$ cat src/hdl/omg_params.svh
// Constants for the oscillator monitor and drive gating block
`ifndef OMG_PARAMS_SVH
`define OMG_PARAMS_SVH

// ----------------------------------------------------------------
// Clock and timing
// ----------------------------------------------------------------
`define OMG_CLK_MHZ 10
`define OMG_LF_MAX_NS 1500
`define OMG_LF_CYC ((`OMG_LF_MAX_NS * `OMG_CLK_MHZ) / 1000)
`define OMG_HF_MIN_NS 300
`define OMG_HF_CYC ((`OMG_HF_MIN_NS * `OMG_CLK_MHZ + 999) / 1000)
`define OMG_RELAX_NS 10000
`define OMG_RELAX_CYC ((`OMG_RELAX_NS * `OMG_CLK_MHZ) / 1000)
`define OMG_CNT_W 12

// ----------------------------------------------------------------
// Register offsets (byte addresses)
// ----------------------------------------------------------------
`define OMG_ADDR_W 5
`define OMG_OFS_CTRL 5'h00
`define OMG_OFS_FILT 5'h04
`define OMG_OFS_STATUS 5'h08
`define OMG_OFS_MASK 5'h0C
`define OMG_OFS_STATE 5'h10

// ----------------------------------------------------------------
// Fields and reset values
// ----------------------------------------------------------------
`define OMG_ACT_RESET 3'h0
`define OMG_ACT_DRV_OFF 3'h0
`define OMG_ACT_PUMP_OFF 3'h1
`define OMG_ACT_BOTH_OFF 3'h2
`define OMG_ACT_LATCHED 3'h3
`define OMG_ACT_NODET_BIT 2
`define OMG_FILT_RESET 8'h04
`define OMG_STAT_W 4
`define OMG_STAT_LOW 0
`define OMG_STAT_HIGH 1
`define OMG_STAT_ALARM 2
`define OMG_STAT_UV 3
`define OMG_MASK_RESET 4'h0
`define OMG_RESP_OKAY 2'h0
`define OMG_RESP_SLVERR 2'h2

`endif

$ cat src/hdl/omg_pkg.sv
// Types shared by the oscillator monitor and drive gating block
package omg_pkg;

    // Gate drive requests and enables, one bit per pre-driver
    typedef struct packed {
        logic supply_relay;
        logic motor_relay;
        logic phase_w;
        logic phase_v;
        logic phase_u;
    } omg_gate_t;

    // Sticky event bits, same layout for status and mask
    typedef struct packed {
        logic undervoltage;
        logic alarm;
        logic freq_high_flag;
        logic freq_low_flag;
    } omg_status_t;

endpackage

$ cat src/hdl/omg_top.sv
// Oscillator frequency monitor with pre-driver and charge-pump gating, AXI4-Lite registers
//
// Chosen here: the register addresses and the AXI4-Lite interface to the registers.
`timescale 1ns/1ns
`default_nettype none
`include "omg_params.svh"

// Summary of operation
// - Overdue monitor restart flags low frequency fault
// - Monitor still high at falling edge: high
// - Host selects one of five fault actions
// - New action applies only after faults cleared
// - Action 1xx disables frequency fault detection
// - Action 011 keeps circuits off until clear
// - Actions 000-010 recover when fault ends
// - Clearing both flags restores circuits, diag high
// - Any alarm low disables all pre-drivers
// - Alarms high: each driver follows own request
// - Alarm inputs pass a programmable noise filter
// - Filtered alarm low enables short detection
// - Power-good low forces all gate enables low
// - Pump enable pin low disables charge pump
// - Pump needs pin, power-good and request
// - Pump switch follows pin and power-good only
// - Undervoltage after relaxation drops power-good
module omg_top (
    input wire logic aclk,
    input wire logic aresetn,
    input wire logic [`OMG_ADDR_W-1:0] s_axi_awaddr,
    input wire logic [2:0] s_axi_awprot,
    input wire logic s_axi_awvalid,
    output logic s_axi_awready,
    input wire logic [31:0] s_axi_wdata,
    input wire logic [3:0] s_axi_wstrb,
    input wire logic s_axi_wvalid,
    output logic s_axi_wready,
    output logic [1:0] s_axi_bresp,
    output logic s_axi_bvalid,
    input wire logic s_axi_bready,
    input wire logic [`OMG_ADDR_W-1:0] s_axi_araddr,
    input wire logic [2:0] s_axi_arprot,
    input wire logic s_axi_arvalid,
    output logic s_axi_arready,
    output logic [31:0] s_axi_rdata,
    output logic [1:0] s_axi_rresp,
    output logic s_axi_rvalid,
    input wire logic s_axi_rready,
    input wire logic divided_monitor_clock,
    input wire logic alarm_in_a,
    input wire logic alarm_in_b,
    input wire logic pump_enable_pin,
    input wire logic undervoltage_in,
    input wire omg_pkg::omg_gate_t drive_request,
    input wire logic pump_internal_request,
    output omg_pkg::omg_gate_t gate_enable,
    output logic short_detect_enable,
    output logic pump_enable_internal,
    output logic pump_switch_circuit,
    output logic osc_enable,
    output logic diag_out_n,
    output logic irq
);

    // ----------------------------------------------------------------
    // Pin synchronisers
    // ----------------------------------------------------------------
    logic [5:0] sync_a;
    logic [5:0] sync_b;
    omg_pkg::omg_gate_t req_a;
    omg_pkg::omg_gate_t req_b;
    logic mon_clk;
    logic alarm_a_raw;
    logic alarm_b_raw;
    logic pump_pin;
    logic uv_raw;

    always_ff @(posedge aclk) begin
        if (!aresetn) begin
            sync_a <= 6'h00;
            sync_b <= 6'h00;
            req_a <= '0;
            req_b <= '0;
        end else begin
            sync_a <= {divided_monitor_clock, alarm_in_a, alarm_in_b, pump_enable_pin, undervoltage_in, 1'b0};
            sync_b <= sync_a;
            req_a <= drive_request;
            req_b <= req_a;
        end
    end

    assign mon_clk = sync_b[5];
    assign alarm_a_raw = sync_b[4];
    assign alarm_b_raw = sync_b[3];
    assign pump_pin = sync_b[2];
    assign uv_raw = sync_b[1];

    // ----------------------------------------------------------------
    // Registers
    // ----------------------------------------------------------------
    logic [2:0] action_setting;
    logic [2:0] action_active;
    logic [7:0] filt_time;
    omg_pkg::omg_status_t status;
    omg_pkg::omg_status_t mask;

    // ----------------------------------------------------------------
    // Alarm noise filters
    // ----------------------------------------------------------------
    logic [7:0] filt_cnt_a;
    logic [7:0] filt_cnt_b;
    logic alarm_a;
    logic alarm_b;

    // Output follows the input once it has differed for filt_time + 1 cycles
    function automatic logic [7:0] filt_step(input logic raw, cur, input logic [7:0] cnt, lim);
        filt_step = (raw == cur || cnt >= lim) ? 8'h00 : cnt + 8'h01;
    endfunction

    always_ff @(posedge aclk) begin
        if (!aresetn) begin
            filt_cnt_a <= 8'h00;
            filt_cnt_b <= 8'h00;
            alarm_a <= 1'b0;
            alarm_b <= 1'b0;
        end else begin
            filt_cnt_a <= filt_step(alarm_a_raw, alarm_a, filt_cnt_a, filt_time);
            filt_cnt_b <= filt_step(alarm_b_raw, alarm_b, filt_cnt_b, filt_time);
            alarm_a <= (filt_cnt_a >= filt_time) ? alarm_a_raw : alarm_a;
            alarm_b <= (filt_cnt_b >= filt_time) ? alarm_b_raw : alarm_b;
        end
    end

    // ----------------------------------------------------------------
    // Supply undervoltage and power-good
    // ----------------------------------------------------------------
    logic [`OMG_CNT_W-1:0] relax_cnt;
    logic power_good;

    always_ff @(posedge aclk) begin
        if (!aresetn) begin
            relax_cnt <= '0;
            power_good <= 1'b0;
        end else if (!uv_raw) begin
            relax_cnt <= '0;
            power_good <= 1'b1;
        end else if (relax_cnt >= `OMG_CNT_W'(`OMG_RELAX_CYC - 1)) begin
            power_good <= 1'b0;
        end else begin
            relax_cnt <= relax_cnt + `OMG_CNT_W'(1);
        end
    end

    // ----------------------------------------------------------------
    // Frequency monitor
    // ----------------------------------------------------------------
    logic mon_clk_d;
    logic [7:0] period_cnt;
    logic overdue;
    logic live_low;
    logic live_high;
    logic low_event;
    logic high_event;
    logic detect_on;

    assign detect_on = !action_active[`OMG_ACT_NODET_BIT];

    always_ff @(posedge aclk) begin
        if (!aresetn) begin
            mon_clk_d <= 1'b0;
            period_cnt <= 8'h00;
            overdue <= 1'b0;
            live_low <= 1'b0;
            live_high <= 1'b0;
            low_event <= 1'b0;
            high_event <= 1'b0;
        end else begin
            mon_clk_d <= mon_clk;
            low_event <= 1'b0;
            high_event <= 1'b0;
            if (mon_clk && !mon_clk_d) begin
                // Comparator input is restarted each monitor period
                period_cnt <= 8'h00;
                overdue <= 1'b0;
                live_low <= overdue && detect_on;
                low_event <= overdue && detect_on;
            end else begin
                period_cnt <= period_cnt + {7'h00, period_cnt != 8'hFF};
                overdue <= overdue || period_cnt >= 8'(`OMG_LF_CYC - 1);
            end
            if (!mon_clk && mon_clk_d) begin
                // Too short a high phase means the comparator never dropped
                live_high <= (period_cnt < 8'(`OMG_HF_CYC)) && detect_on;
                high_event <= (period_cnt < 8'(`OMG_HF_CYC)) && detect_on;
            end
            if (!detect_on) begin
                live_low <= 1'b0;
                live_high <= 1'b0;
            end
        end
    end

    // ----------------------------------------------------------------
    // AXI4-Lite slave
    // ----------------------------------------------------------------
    logic aw_held;
    logic w_held;
    logic [`OMG_ADDR_W-1:0] aw_addr;
    logic [31:0] w_data;
    logic [3:0] w_strb;
    logic do_write;
    logic wr_status;
    logic [`OMG_STAT_W-1:0] clr_bits;

    assign do_write = aw_held && w_held && !s_axi_bvalid;
    assign wr_status = do_write && aw_addr == `OMG_OFS_STATUS && w_strb[0];
    assign clr_bits = wr_status ? w_data[`OMG_STAT_W-1:0] : '0;

    function automatic logic addr_known(input logic [`OMG_ADDR_W-1:0] a);
        addr_known = a == `OMG_OFS_CTRL || a == `OMG_OFS_FILT || a == `OMG_OFS_STATUS ||
            a == `OMG_OFS_MASK || a == `OMG_OFS_STATE;
    endfunction

    always_ff @(posedge aclk) begin
        if (!aresetn) begin
            aw_held <= 1'b0;
            w_held <= 1'b0;
            aw_addr <= '0;
            w_data <= 32'h0000_0000;
            w_strb <= 4'h0;
            s_axi_awready <= 1'b0;
            s_axi_wready <= 1'b0;
            s_axi_bvalid <= 1'b0;
            s_axi_bresp <= `OMG_RESP_OKAY;
        end else begin
            s_axi_awready <= !aw_held && !s_axi_awready && s_axi_awvalid;
            s_axi_wready <= !w_held && !s_axi_wready && s_axi_wvalid;
            if (s_axi_awvalid && s_axi_awready) begin
                aw_held <= 1'b1;
                aw_addr <= s_axi_awaddr;
            end
            if (s_axi_wvalid && s_axi_wready) begin
                w_held <= 1'b1;
                w_data <= s_axi_wdata;
                w_strb <= s_axi_wstrb;
            end
            if (do_write) begin
                s_axi_bvalid <= 1'b1;
                s_axi_bresp <= addr_known(aw_addr) ? `OMG_RESP_OKAY : `OMG_RESP_SLVERR;
                aw_held <= 1'b0;
                w_held <= 1'b0;
            end else if (s_axi_bvalid && s_axi_bready) begin
                s_axi_bvalid <= 1'b0;
            end
        end
    end

    // Writable registers
    always_ff @(posedge aclk) begin
        if (!aresetn) begin
            action_setting <= `OMG_ACT_RESET;
            filt_time <= `OMG_FILT_RESET;
            mask <= `OMG_MASK_RESET;
        end else if (do_write && w_strb[0]) begin
            case (aw_addr)
                `OMG_OFS_CTRL: action_setting <= w_data[2:0];
                `OMG_OFS_FILT: filt_time <= w_data[7:0];
                `OMG_OFS_MASK: mask <= w_data[`OMG_STAT_W-1:0];
                default: ;
            endcase
        end
    end

    // Read channel
    logic [31:0] rd_word;

    always_comb begin
        rd_word = 32'h0000_0000;
        case (s_axi_araddr)
            `OMG_OFS_CTRL: rd_word[2:0] = action_setting;
            `OMG_OFS_FILT: rd_word[7:0] = filt_time;
            `OMG_OFS_STATUS: rd_word[`OMG_STAT_W-1:0] = status;
            `OMG_OFS_MASK: rd_word[`OMG_STAT_W-1:0] = mask;
            `OMG_OFS_STATE: rd_word[10:0] = {live_high, live_low, alarm_b, alarm_a, power_good,
                diag_out_n, 2'h0, action_active};
            default: ;
        endcase
    end

    always_ff @(posedge aclk) begin
        if (!aresetn) begin
            s_axi_arready <= 1'b0;
            s_axi_rvalid <= 1'b0;
            s_axi_rdata <= 32'h0000_0000;
            s_axi_rresp <= `OMG_RESP_OKAY;
        end else begin
            s_axi_arready <= !s_axi_rvalid && !s_axi_arready && s_axi_arvalid;
            if (s_axi_arvalid && s_axi_arready) begin
                s_axi_rvalid <= 1'b1;
                s_axi_rdata <= rd_word;
                s_axi_rresp <= addr_known(s_axi_araddr) ? `OMG_RESP_OKAY : `OMG_RESP_SLVERR;
            end else if (s_axi_rvalid && s_axi_rready) begin
                s_axi_rvalid <= 1'b0;
            end
        end
    end

    // ----------------------------------------------------------------
    // Sticky status, fault flags and interrupt
    // ----------------------------------------------------------------
    omg_pkg::omg_status_t set_bits;
    omg_pkg::omg_status_t next_status;

    always_comb begin
        set_bits.freq_low_flag = low_event;
        set_bits.freq_high_flag = high_event;
        set_bits.alarm = !alarm_a || !alarm_b;
        set_bits.undervoltage = !power_good;
        // A live fault blocks its clear; a set wins over a clear
        next_status = status & ~(clr_bits & ~{1'b0, 1'b0, live_high, live_low});
        next_status = next_status | set_bits;
    end

    always_ff @(posedge aclk) begin
        if (!aresetn) begin
            status <= '0;
            irq <= 1'b0;
        end else begin
            status <= next_status;
            irq <= |(next_status & mask);
        end
    end

    // ----------------------------------------------------------------
    // Fault action and shutdown
    // ----------------------------------------------------------------
    logic flags_set;
    logic fault_live;
    logic drv_off;
    logic pump_off;

    assign flags_set = status.freq_low_flag || status.freq_high_flag;
    assign fault_live = live_low || live_high;

    // Setting adopted only with no live fault and both flags clear
    always_ff @(posedge aclk) begin
        if (!aresetn) begin
            action_active <= `OMG_ACT_RESET;
        end else if (!fault_live && !flags_set) begin
            action_active <= action_setting;
        end
    end

    always_comb begin
        drv_off = 1'b0;
        pump_off = 1'b0;
        case (action_active)
            `OMG_ACT_DRV_OFF: drv_off = fault_live;
            `OMG_ACT_PUMP_OFF: pump_off = fault_live;
            `OMG_ACT_BOTH_OFF: begin
                drv_off = fault_live;
                pump_off = fault_live;
            end
            `OMG_ACT_LATCHED: begin
                drv_off = fault_live || flags_set;
                pump_off = fault_live || flags_set;
            end
            default: drv_off = 1'b0;
        endcase
    end

    // ----------------------------------------------------------------
    // Gate, pump and diagnostic outputs
    // ----------------------------------------------------------------
    omg_pkg::omg_gate_t next_gate;
    logic alarms_ok;

    assign alarms_ok = alarm_a && alarm_b;

    assign next_gate = (!alarms_ok || !power_good || drv_off) ? '0 : req_b;

    always_ff @(posedge aclk) begin
        if (!aresetn) begin
            gate_enable <= '0;
            short_detect_enable <= 1'b0;
            pump_enable_internal <= 1'b0;
            pump_switch_circuit <= 1'b0;
            osc_enable <= 1'b0;
            diag_out_n <= 1'b0;
        end else begin
            gate_enable <= next_gate;
            short_detect_enable <= !alarms_ok;
            pump_enable_internal <= pump_pin && power_good && pump_internal_request && !pump_off;
            pump_switch_circuit <= pump_pin && power_good;
            osc_enable <= power_good;
            diag_out_n <= power_good && !(next_status.freq_low_flag || next_status.freq_high_flag);
        end
    end

endmodule
`default_nettype wire

$ cat config.mk
export PLATFORM = sky130hd
export DESIGN_NAME = omg_top
export DESIGN_NICKNAME = d
export VERILOG_FILES = /design/src/hdl/omg_pkg.sv /design/src/hdl/omg_top.sv
export VERILOG_INCLUDE_DIRS = /design/src /design/src/hdl
export SDC_FILE = /design/constraint.sdc
export NUM_CORES = 1
export LEC_CHECK = 0
export BUFFER_PORTS_ARGS = -buffer_cell sky130_fd_sc_hd__buf_2
export CORE_MARGIN = 5
export CORE_UTILIZATION = 58
export CTS_CLUSTER_DIAMETER = 30
export DETAILED_ROUTE_END_ITERATION = 8
export HOLD_SLACK_MARGIN = 0.02
export PLACE_DENSITY_LB_ADDON = 0.05
export SYNTH_ARGS = -nofsm -noshare
export SYNTH_HDL_FRONTEND = slang
export SYNTH_SLANG_ARGS = --single-unit
$ cat constraint.sdc
create_clock -name aclk -period 5.75 [get_ports aclk]
set_input_delay 0 -clock aclk [delete_from_list [all_inputs] [get_ports aclk]]
set_output_delay 0 -clock aclk [all_outputs]
set_load 0.05 [all_outputs]
==> run_results.csv, run 1 <==
group,metric,value,unit
grt,grt_first_pass_wirelength,20600,um
yosys,synth.avg_cell_area,9.32,um^2
floorplan,initial_core_util,59.5,%
job,cap_violations,0,
outcome,status,"finished clean",
timing,grt_setup_unrepaired,"no",
cts,root_buffer,"clkbuf_8",
timing,tns,0,ps
setup_path,max_stage_delay,580,ps
timing,worst_slew_pin_slew,877,ps
cts,cts_max_path_buffers,2,
yosys,ys_ff_latch,132,
routing,wl_met2,6210,um
routing,vias,4467,
yosys,yosys-mux-area-fraction,4.62,%
timing,relSlewSlack,40.6,%
yosys,ys.flop_type,"dfxtp_1",
floorplan,die_x,107,um
setup_path,cp-start-kind,"input port",
cts,cts_resized,0,
yosys,async_reset_ff_share,0,%
setup_path,cp_slowest_cell,"buf_2",
yosys,synth_cells,590,
grt,grt_max_degree,51,
routing,wl_met1,5250,um
yosys,synth_top_family_by_area,"simple AND/OR/NAND/NOR gates",
yosys,synth_seq_area_share,48.1,%
yosys,syn_area,0.00550,mm^2
routing,via_per_inst,5.29,
place,gp_congestion,0.833,
timing,hold_ws,73.7,ps
setup_path,required,6210,ps
cts,clk_pin_slew,60,ps
place,hpwl,8140,um
routing,topRoutingLayerUsed,"met4",
final_layout,fill_cells,703,
routing,final_antenna_net_count,0,
yosys,synth_xor_area_share,3.50,%
setup_path,cpMostUsedCell,"dlygate4sd3_1",
floorplan,die_area,0.0115,mm^2
grt,grt_pass1_vias,4430,
power,vdd.ir_drop.worst,400,uV
setup_path,crit_chain,"dlygate4sd3_1 -> buf_2 -> inv_1 -> buf_4 -> a21oi_1 -> dlygate4sd3_1",
cts,insertion_delay,510,ps
setup_path,crit_arrival,2590,ps
yosys,ys_types,54,
timing,fmaxAchievable,468,MHz
cts,cts_max_level,4,
timing,setup_viol,0,
cts,cts_made_buffers,17,
routing,drt-initial-drc-count,215,
final_layout,drive_gt1_share,15.1,%
yosys,synth-compound-area-share,11.6,%
min_path,hold_class,"input port to flop",
yosys,synth_edf_count,0,
place,place_ws,3650,ps
routing,first_pass_iters,5,
power,p_leak,3.02,nW
routing,remaining_drc_errors,0,
cts,cts_tree,"yes",
setup_path,critical_path.top_delay_family,"buffers and inverters",
routing,wl_met3,579,um
yosys,yosys.area.top_type,"dfxtp_1",
setup_path,worstSetupPathType,"input port to flop",
yosys,synth_top_area_share,48.1,%
final_layout,fin_util,74.1,%
yosys,synth.most_common_cell,"dfxtp_1",
yosys,synthAdderAreaFrac,4.78,%
floorplan,coreArea,0.00924,mm^2
final_layout,area_growth,24.5,%
yosys,yosys.area_share.simple,21.5,%
routing,wl_per_cell,14.6,um
setup_path,critPathMaxFanout,50,
timing,slew_viol_final,0,
floorplan,num_rows,35,
grt,antenna_found_initial,0,
timing,skew,6.58,ps
yosys,yosys-top-cells-area,"dfxtp_1 (48%), ha_1 (4.8%), nor2_1 (4.2%)",
setup_path,critical_path_buf_inv_count,5,
grt,overflow,0,
setup_path,cp-end-kind,"flop",
yosys,yosysWarnings,0,
floorplan,pin_count,122,
timing,period_share,37.1,%
floorplan,dieHeight,107,um
power,p_per_area,299,mW/mm^2
final_layout,nets,793,
timing,worst_slack,3620,ps
cts,clock_sinks,132,
final_layout,n_antenna_cell,0,
place,io_buffers,65,
timing,hold_viol_final,0,
grt,track_usage,22.4,%
routing,wl,12300,um
yosys,ys_top_cells_by_count,"dfxtp_1 (132), nor2_1 (62), nand2_1 (52), a21oi_1 (39), and2_1 (32)",
timing,min_period,2130,ps
==> per-layer routing <==
| metal | vias up | track usage, % |
|---|---|---|
| met1 | 2114 | 26.0 |
| met4 | 0 | 7.30 |
| met5 | - | 0 |
| met3 | 23 | 7.02 |
| met2 | 97 | 39.3 |
| li1 | 2233 | - |
==> cells by family after synthesis <==
logic type / Yosys count
AOI/OAI and AO/OA: 91
xor gates and xnor gates: 22
other: 1
adders and majority gates: 21
muxes: 25
DFF: 132
and+or+nand+nor: 236
buffers and inverters: 62
==> repair_timing <==
item,CTS,global route
hold buffers,49,0
buffers inserted,0,0
endpoints found under the hold margin,37,0
==> where the power goes <==
part / switching (mW) / internal (mW)
Clock: 0.405 / 0.545
Combinational: 0.0977 / 0.0506
Sequential: 0.0162 / 0.935
Total: 0.519 / 1.53
==> path summary, 6_finish.rpt <==
kind / depth (start not counted) / endpoint / start / slack, ps
worst max-delay path: 6 / aw_addr[1]$_SDFFE_PN0P_ / aresetn / 3620
worst min-delay path: 5 / s_axi_rdata[4]$_SDFFE_PN0P_ / s_axi_araddr[1] / 70
worst max register to register: 6 / filt_cnt_a[2]$_SDFF_PP0_ / filt_cnt_a[0]$_SDFF_PP0_ / 3640
worst min register to register: 1 / gate_enable[3]$_SDFF_PP0_ / req_b[3]$_SDFF_PN0_ / 430
==> state kept, by name, summed over array words and instances, names as in the netlist, 3 cells and up <==
signal and count:
sync_b 5, req_a 5, relax_cnt 12, req_b 5, gate_enable 5, action_active 3
action_setting 3, period_cnt 8, status 4, filt_cnt_a 8, mask 4, w_data 8
sync_a 5, aw_addr 5, filt_time 8, s_axi_rdata 11, filt_cnt_b 8
==> area by class of cell <==
class / instances / area, um^2 / share of cell area, %
clock buffers: 19 / 432 / 6.31
clock inverters: 13 / 103 / 1.50
well taps: 129 / 161 / 2.36
multi-input cells: 418 / 2610 / 38.2
flip-flops and latches: 132 / 2640 / 38.6
inverters: 17 / 63.8 / 0.932
repair buffers: 116 / 831 / 12.1
==> worst min-delay path: cells and delay by family <==
kind | cells | cell delay (ps)
and+or+nand+nor | 3 | 380
buffers and inverters | 1 | 90
AOI/OAI and AO/OA | 1 | 70
==> through the flow <==
stage          cells  cell area, um^2  power, mW
4_1_cts          844             6850       2.07
6_report         844             6850       2.05
2_1_floorplan    612             5580       1.07
3_3_place_gp     763             5820       1.09
5_1_grt          844             6850       2.13
3_5_place_dp     763             5820       1.09
==> cells in the final DEF, fill, tap and decap left out, types with 8 or more instances in the layout <==
cell type / instances
a21oi_1: 39
and2_1: 32
and3_1: 18
buf_2: 65
clkbuf_16: 16
conb_1: 23
dfxtp_1: 132
dlygate4sd3_1: 49
ha_1: 21
inv_1: 17
mux2i_1: 22
nand2_1: 52
nand2b_1: 8
nand3_1: 28
nor2_1: 62
nor3_1: 11
o21ai_0: 8
xor2_1: 15
No activity file was read; power rests on OpenSTA's default activity.
==> run 2: changes to the inputs <==
--- a/config.mk
+++ b/config.mk
@@ -6,9 +6,10 @@
 export SDC_FILE = /design/constraint.sdc
 export NUM_CORES = 1
 export LEC_CHECK = 0
+export ABC_AREA = 1
 export BUFFER_PORTS_ARGS = -buffer_cell sky130_fd_sc_hd__buf_2
 export CORE_MARGIN = 5
-export CORE_UTILIZATION = 58
+export CORE_UTILIZATION = 54
 export CTS_CLUSTER_DIAMETER = 30
 export DETAILED_ROUTE_END_ITERATION = 8
 export HOLD_SLACK_MARGIN = 0.02
==> constraint.sdc (replaced) <==
create_clock -name aclk -period 2.05 [get_ports aclk]
set_input_delay 0 -clock aclk [delete_from_list [all_inputs] [get_ports aclk]]
set_output_delay 0 -clock aclk [all_outputs]
set_load 0.05 [all_outputs]
==> run 2 against run 1 <==
Compared with the run above: sequential power grew to 2.8 times the previous value; core utilization shrank 4.7 points; total power grew to 2.8 times the previous value; area after synthesis decreased by 1.3%; design area shrank 0.95%; critical path depth down 1; largest cell class unchanged; largest power group unchanged.
==> run_results.csv, run 2 <==
group,metric,value,unit
cts,root_buffer,"clkbuf_8",
yosys,syn_area,0.00543,mm^2
yosys,synth_cells,669,
final_layout,largest_register_ffs,12,
yosys,synth-compound-area-share,14.6,%
grt,overflow,0,
timing,min_period,1920,ps
timing,grt_setup_unrepaired,"no",
final_layout,nets,880,
yosys,yosys.area.top_type,"dfxtp_1",
final_layout,n_antenna_cell,0,
timing,worst_slew_pin_slew,539,ps
cts,cts_made_buffers,17,
final_layout,most-common-layout-cells,"dfxtp_1 (131), inv_1 (95), nand2_1 (80)",
timing,fmaxAchievable,522,MHz
routing,remaining_drc_errors,0,
cts,cts_tree,"yes",
cts,postCtsSetupBuffers,0,
cts,cts_max_level,4,
routing,via_per_inst,5.02,
floorplan,dieHeight,110,um
floorplan,pin_count,122,
yosys,ys_top_cells_by_count,"dfxtp_1 (132), inv_1 (95), nand2_1 (81), nor2_1 (78), a21oi_1 (72)",
floorplan,die_x,110,um
final_layout,area_growth,24.9,%
timing,tns,0,ps
yosys,yosysWarnings,0,
yosys,async_reset_ff_share,0,%
floorplan,num_rows,36,
final_layout,layout_commonest_cell,"dfxtp_1",
yosys,yosys-top-cells-area,"dfxtp_1 (49%), a21oi_1 (6.6%), inv_1 (6.6%)",
cts,cts_max_path_buffers,2,
yosys,synth_top_area_share,48.7,%
timing,slew_viol_final,0,
setup_path,crit_arrival,2320,ps
setup_path,worstSetupPathType,"flop to flop",
timing,skew,8.07,ps
setup_path,required,2450,ps
yosys,synth.most_common_cell,"dfxtp_1",
final_layout,drive_gt1_share,14.2,%
timing,period_share,93.5,%
min_path,hold_class,"input port to flop",
yosys,synth.avg_cell_area,8.11,um^2
routing,wl_per_cell,13.0,um
yosys,synth_seq_area_share,48.7,%
yosys,synth_edf_count,0,
job,cap_violations,0,
cts,clock_sinks,132,
timing,relSlewSlack,64.0,%
setup_path,critPathMaxFanout,8,
timing,hold_viol_final,0,
timing,setup_viol,0,
routing,wl,12100,um
setup_path,cp-start-kind,"flop",
power,vdd.ir_drop.worst,643,uV
routing,first_pass_iters,5,
yosys,synth_top_family_by_area,"simple AND/OR/NAND/NOR gates",
grt,track_usage,21.4,%
grt,grt_first_pass_wirelength,20200,um
power,p_total,5.79,mW
yosys,ys.flop_type,"dfxtp_1",
power,p_leak,3.06,nW
place,gp_congestion,0.814,
yosys,yosys-mux-area-fraction,0,%
yosys,yosys.area_share.simple,18.4,%
grt,antenna_found_initial,0,
setup_path,crit_chain,"nand2_2 -> o21ai_0 -> dlygate4sd3_1 -> nor2_1 -> dlygate4sd3_1",
yosys,synthAdderAreaFrac,4.84,%
setup_path,cp_slowest_cell,"dlygate4sd3_1",
cts,insertion_delay,510,ps
cts,clk_pin_slew,60,ps
place,io_buffers,65,
yosys,ys_ff_latch,132,
yosys,ys_types,35,
setup_path,max_stage_delay,570,ps
final_layout,reg_top3,"relax_cnt (12), s_axi_rdata (11)",
floorplan,coreArea,0.00977,mm^2
place,hpwl,8360,um
grt,grt_max_degree,54,
setup_path,cp-end-kind,"flop",
setup_path,cpMostUsedCell,"dlygate4sd3_1",
power,p_per_area,854,mW/mm^2
yosys,synth_xor_area_share,2.26,%
final_layout,regMostFlops,"relax_cnt",
routing,drt-initial-drc-count,237,
floorplan,initial_core_util,55.5,%
grt,grt_pass1_vias,4469,
floorplan,die_area,0.0122,mm^2
routing,vias,4687,
routing,final_antenna_net_count,0,
outcome,status,"finished clean",
run 2: cell types whose count changed in the layout (fill, tap and decap cells not counted), sizes merged, moves of 5 or more:
| cell | previous run | this run |
|---|---|---|
| inv | 20 | 97 |
| o21ai | 8 | 52 |
| a21oi | 39 | 72 |
| and2 | 33 | 0 |
| nand2 | 52 | 81 |
| mux2i | 22 | 0 |
| nor2 | 62 | 83 |
| and3 | 18 | 0 |
| xor2 | 15 | 6 |
| nand2b | 8 | 0 |
| a221oi | 6 | 0 |
| o211ai | 0 | 6 |
| o22ai | 0 | 5 |
run 2: logic make-up (layout without fill, tap and decap cells):
family,count (synthesis),count (layout)
flops,132,132
xor+xnor,14,14
simple gates,221,221
other cells,1,23
compound gates,147,147
fa+ha+maj,21,21
buf+inv,133,243
run 2: path summary, 6_finish.rpt:
path,start,to,slack [ps],cells after the start
setup / recovery,s_axi_awready$_SDFF_PN0_,aw_addr[2]$_SDFFE_PN0P_,130,5
setup reg to reg,s_axi_awready$_SDFF_PN0_,aw_addr[2]$_SDFFE_PN0P_,130,5
hold / removal,s_axi_araddr[2],s_axi_rdata[8]$_SDFFE_PN0P_,50,6
hold reg to reg,sync_a[4]$_SDFF_PN0_,sync_b[4]$_SDFF_PN0_,410,2
run 2: area by class of cell:
type,instances,area (um^2)
clock inverter,9,56.3
fill,807,2990
inverter,97,364
clock buffer,22,463
sequential,132,2640
tap,133,166
timing repair buffer,115,821
multi-input combinational,426,2270
run 2: metrics by stage:
stage / setup WS, ps / instance area (um^2) / utilization [%] / cells / hold WS (ps)
6_report: 133 / 6780 / 69.4 / 934 / 49.4
4_1_cts: 31.8 / 6780 / 69.3 / 934 / 25.5
2_1_floorplan: 430 / 5510 / - / 691 / 97.6
3_3_place_gp: 270 / 5780 / 59.1 / 855 / 184
5_1_grt: 35.3 / 6780 / 69.4 / 934 / 68.8
3_5_place_dp: 255 / 5780 / 59.1 / 855 / 185
run 2: what timing repair did:
action,in CTS,in global routing
gates resized for setup,0,2
setup endpoints to repair,0,2
endpoints found under the hold margin,44,0
hold buffers,48,0
run 2: where the power goes:
group	internal [mW]	total, mW	switching (mW)
logic	0.157	0.487	0.330
clock network	1.56	2.61	1.05
registers	2.64	2.69	0.0521
total	4.36	5.79	1.43
run 2: critical path, delay by kind of cell (launching register included):
kind	cells	cell delay, ps
and+or+nand+nor	2	150
buffers and inverters	2	1120
DFF	1	370
AOI/OAI and AO/OA	1	150
run 2: routing by layer:
metal / wire length (um) / up-vias / track usage, %
met5: 0 / - / 0
met4: 195 / 0 / 8.80
met3: 671 / 17 / 4.83
met2: 5960 / 130 / 36.7
met1: 5280 / 2162 / 25.9
li1: - / 2378 / -
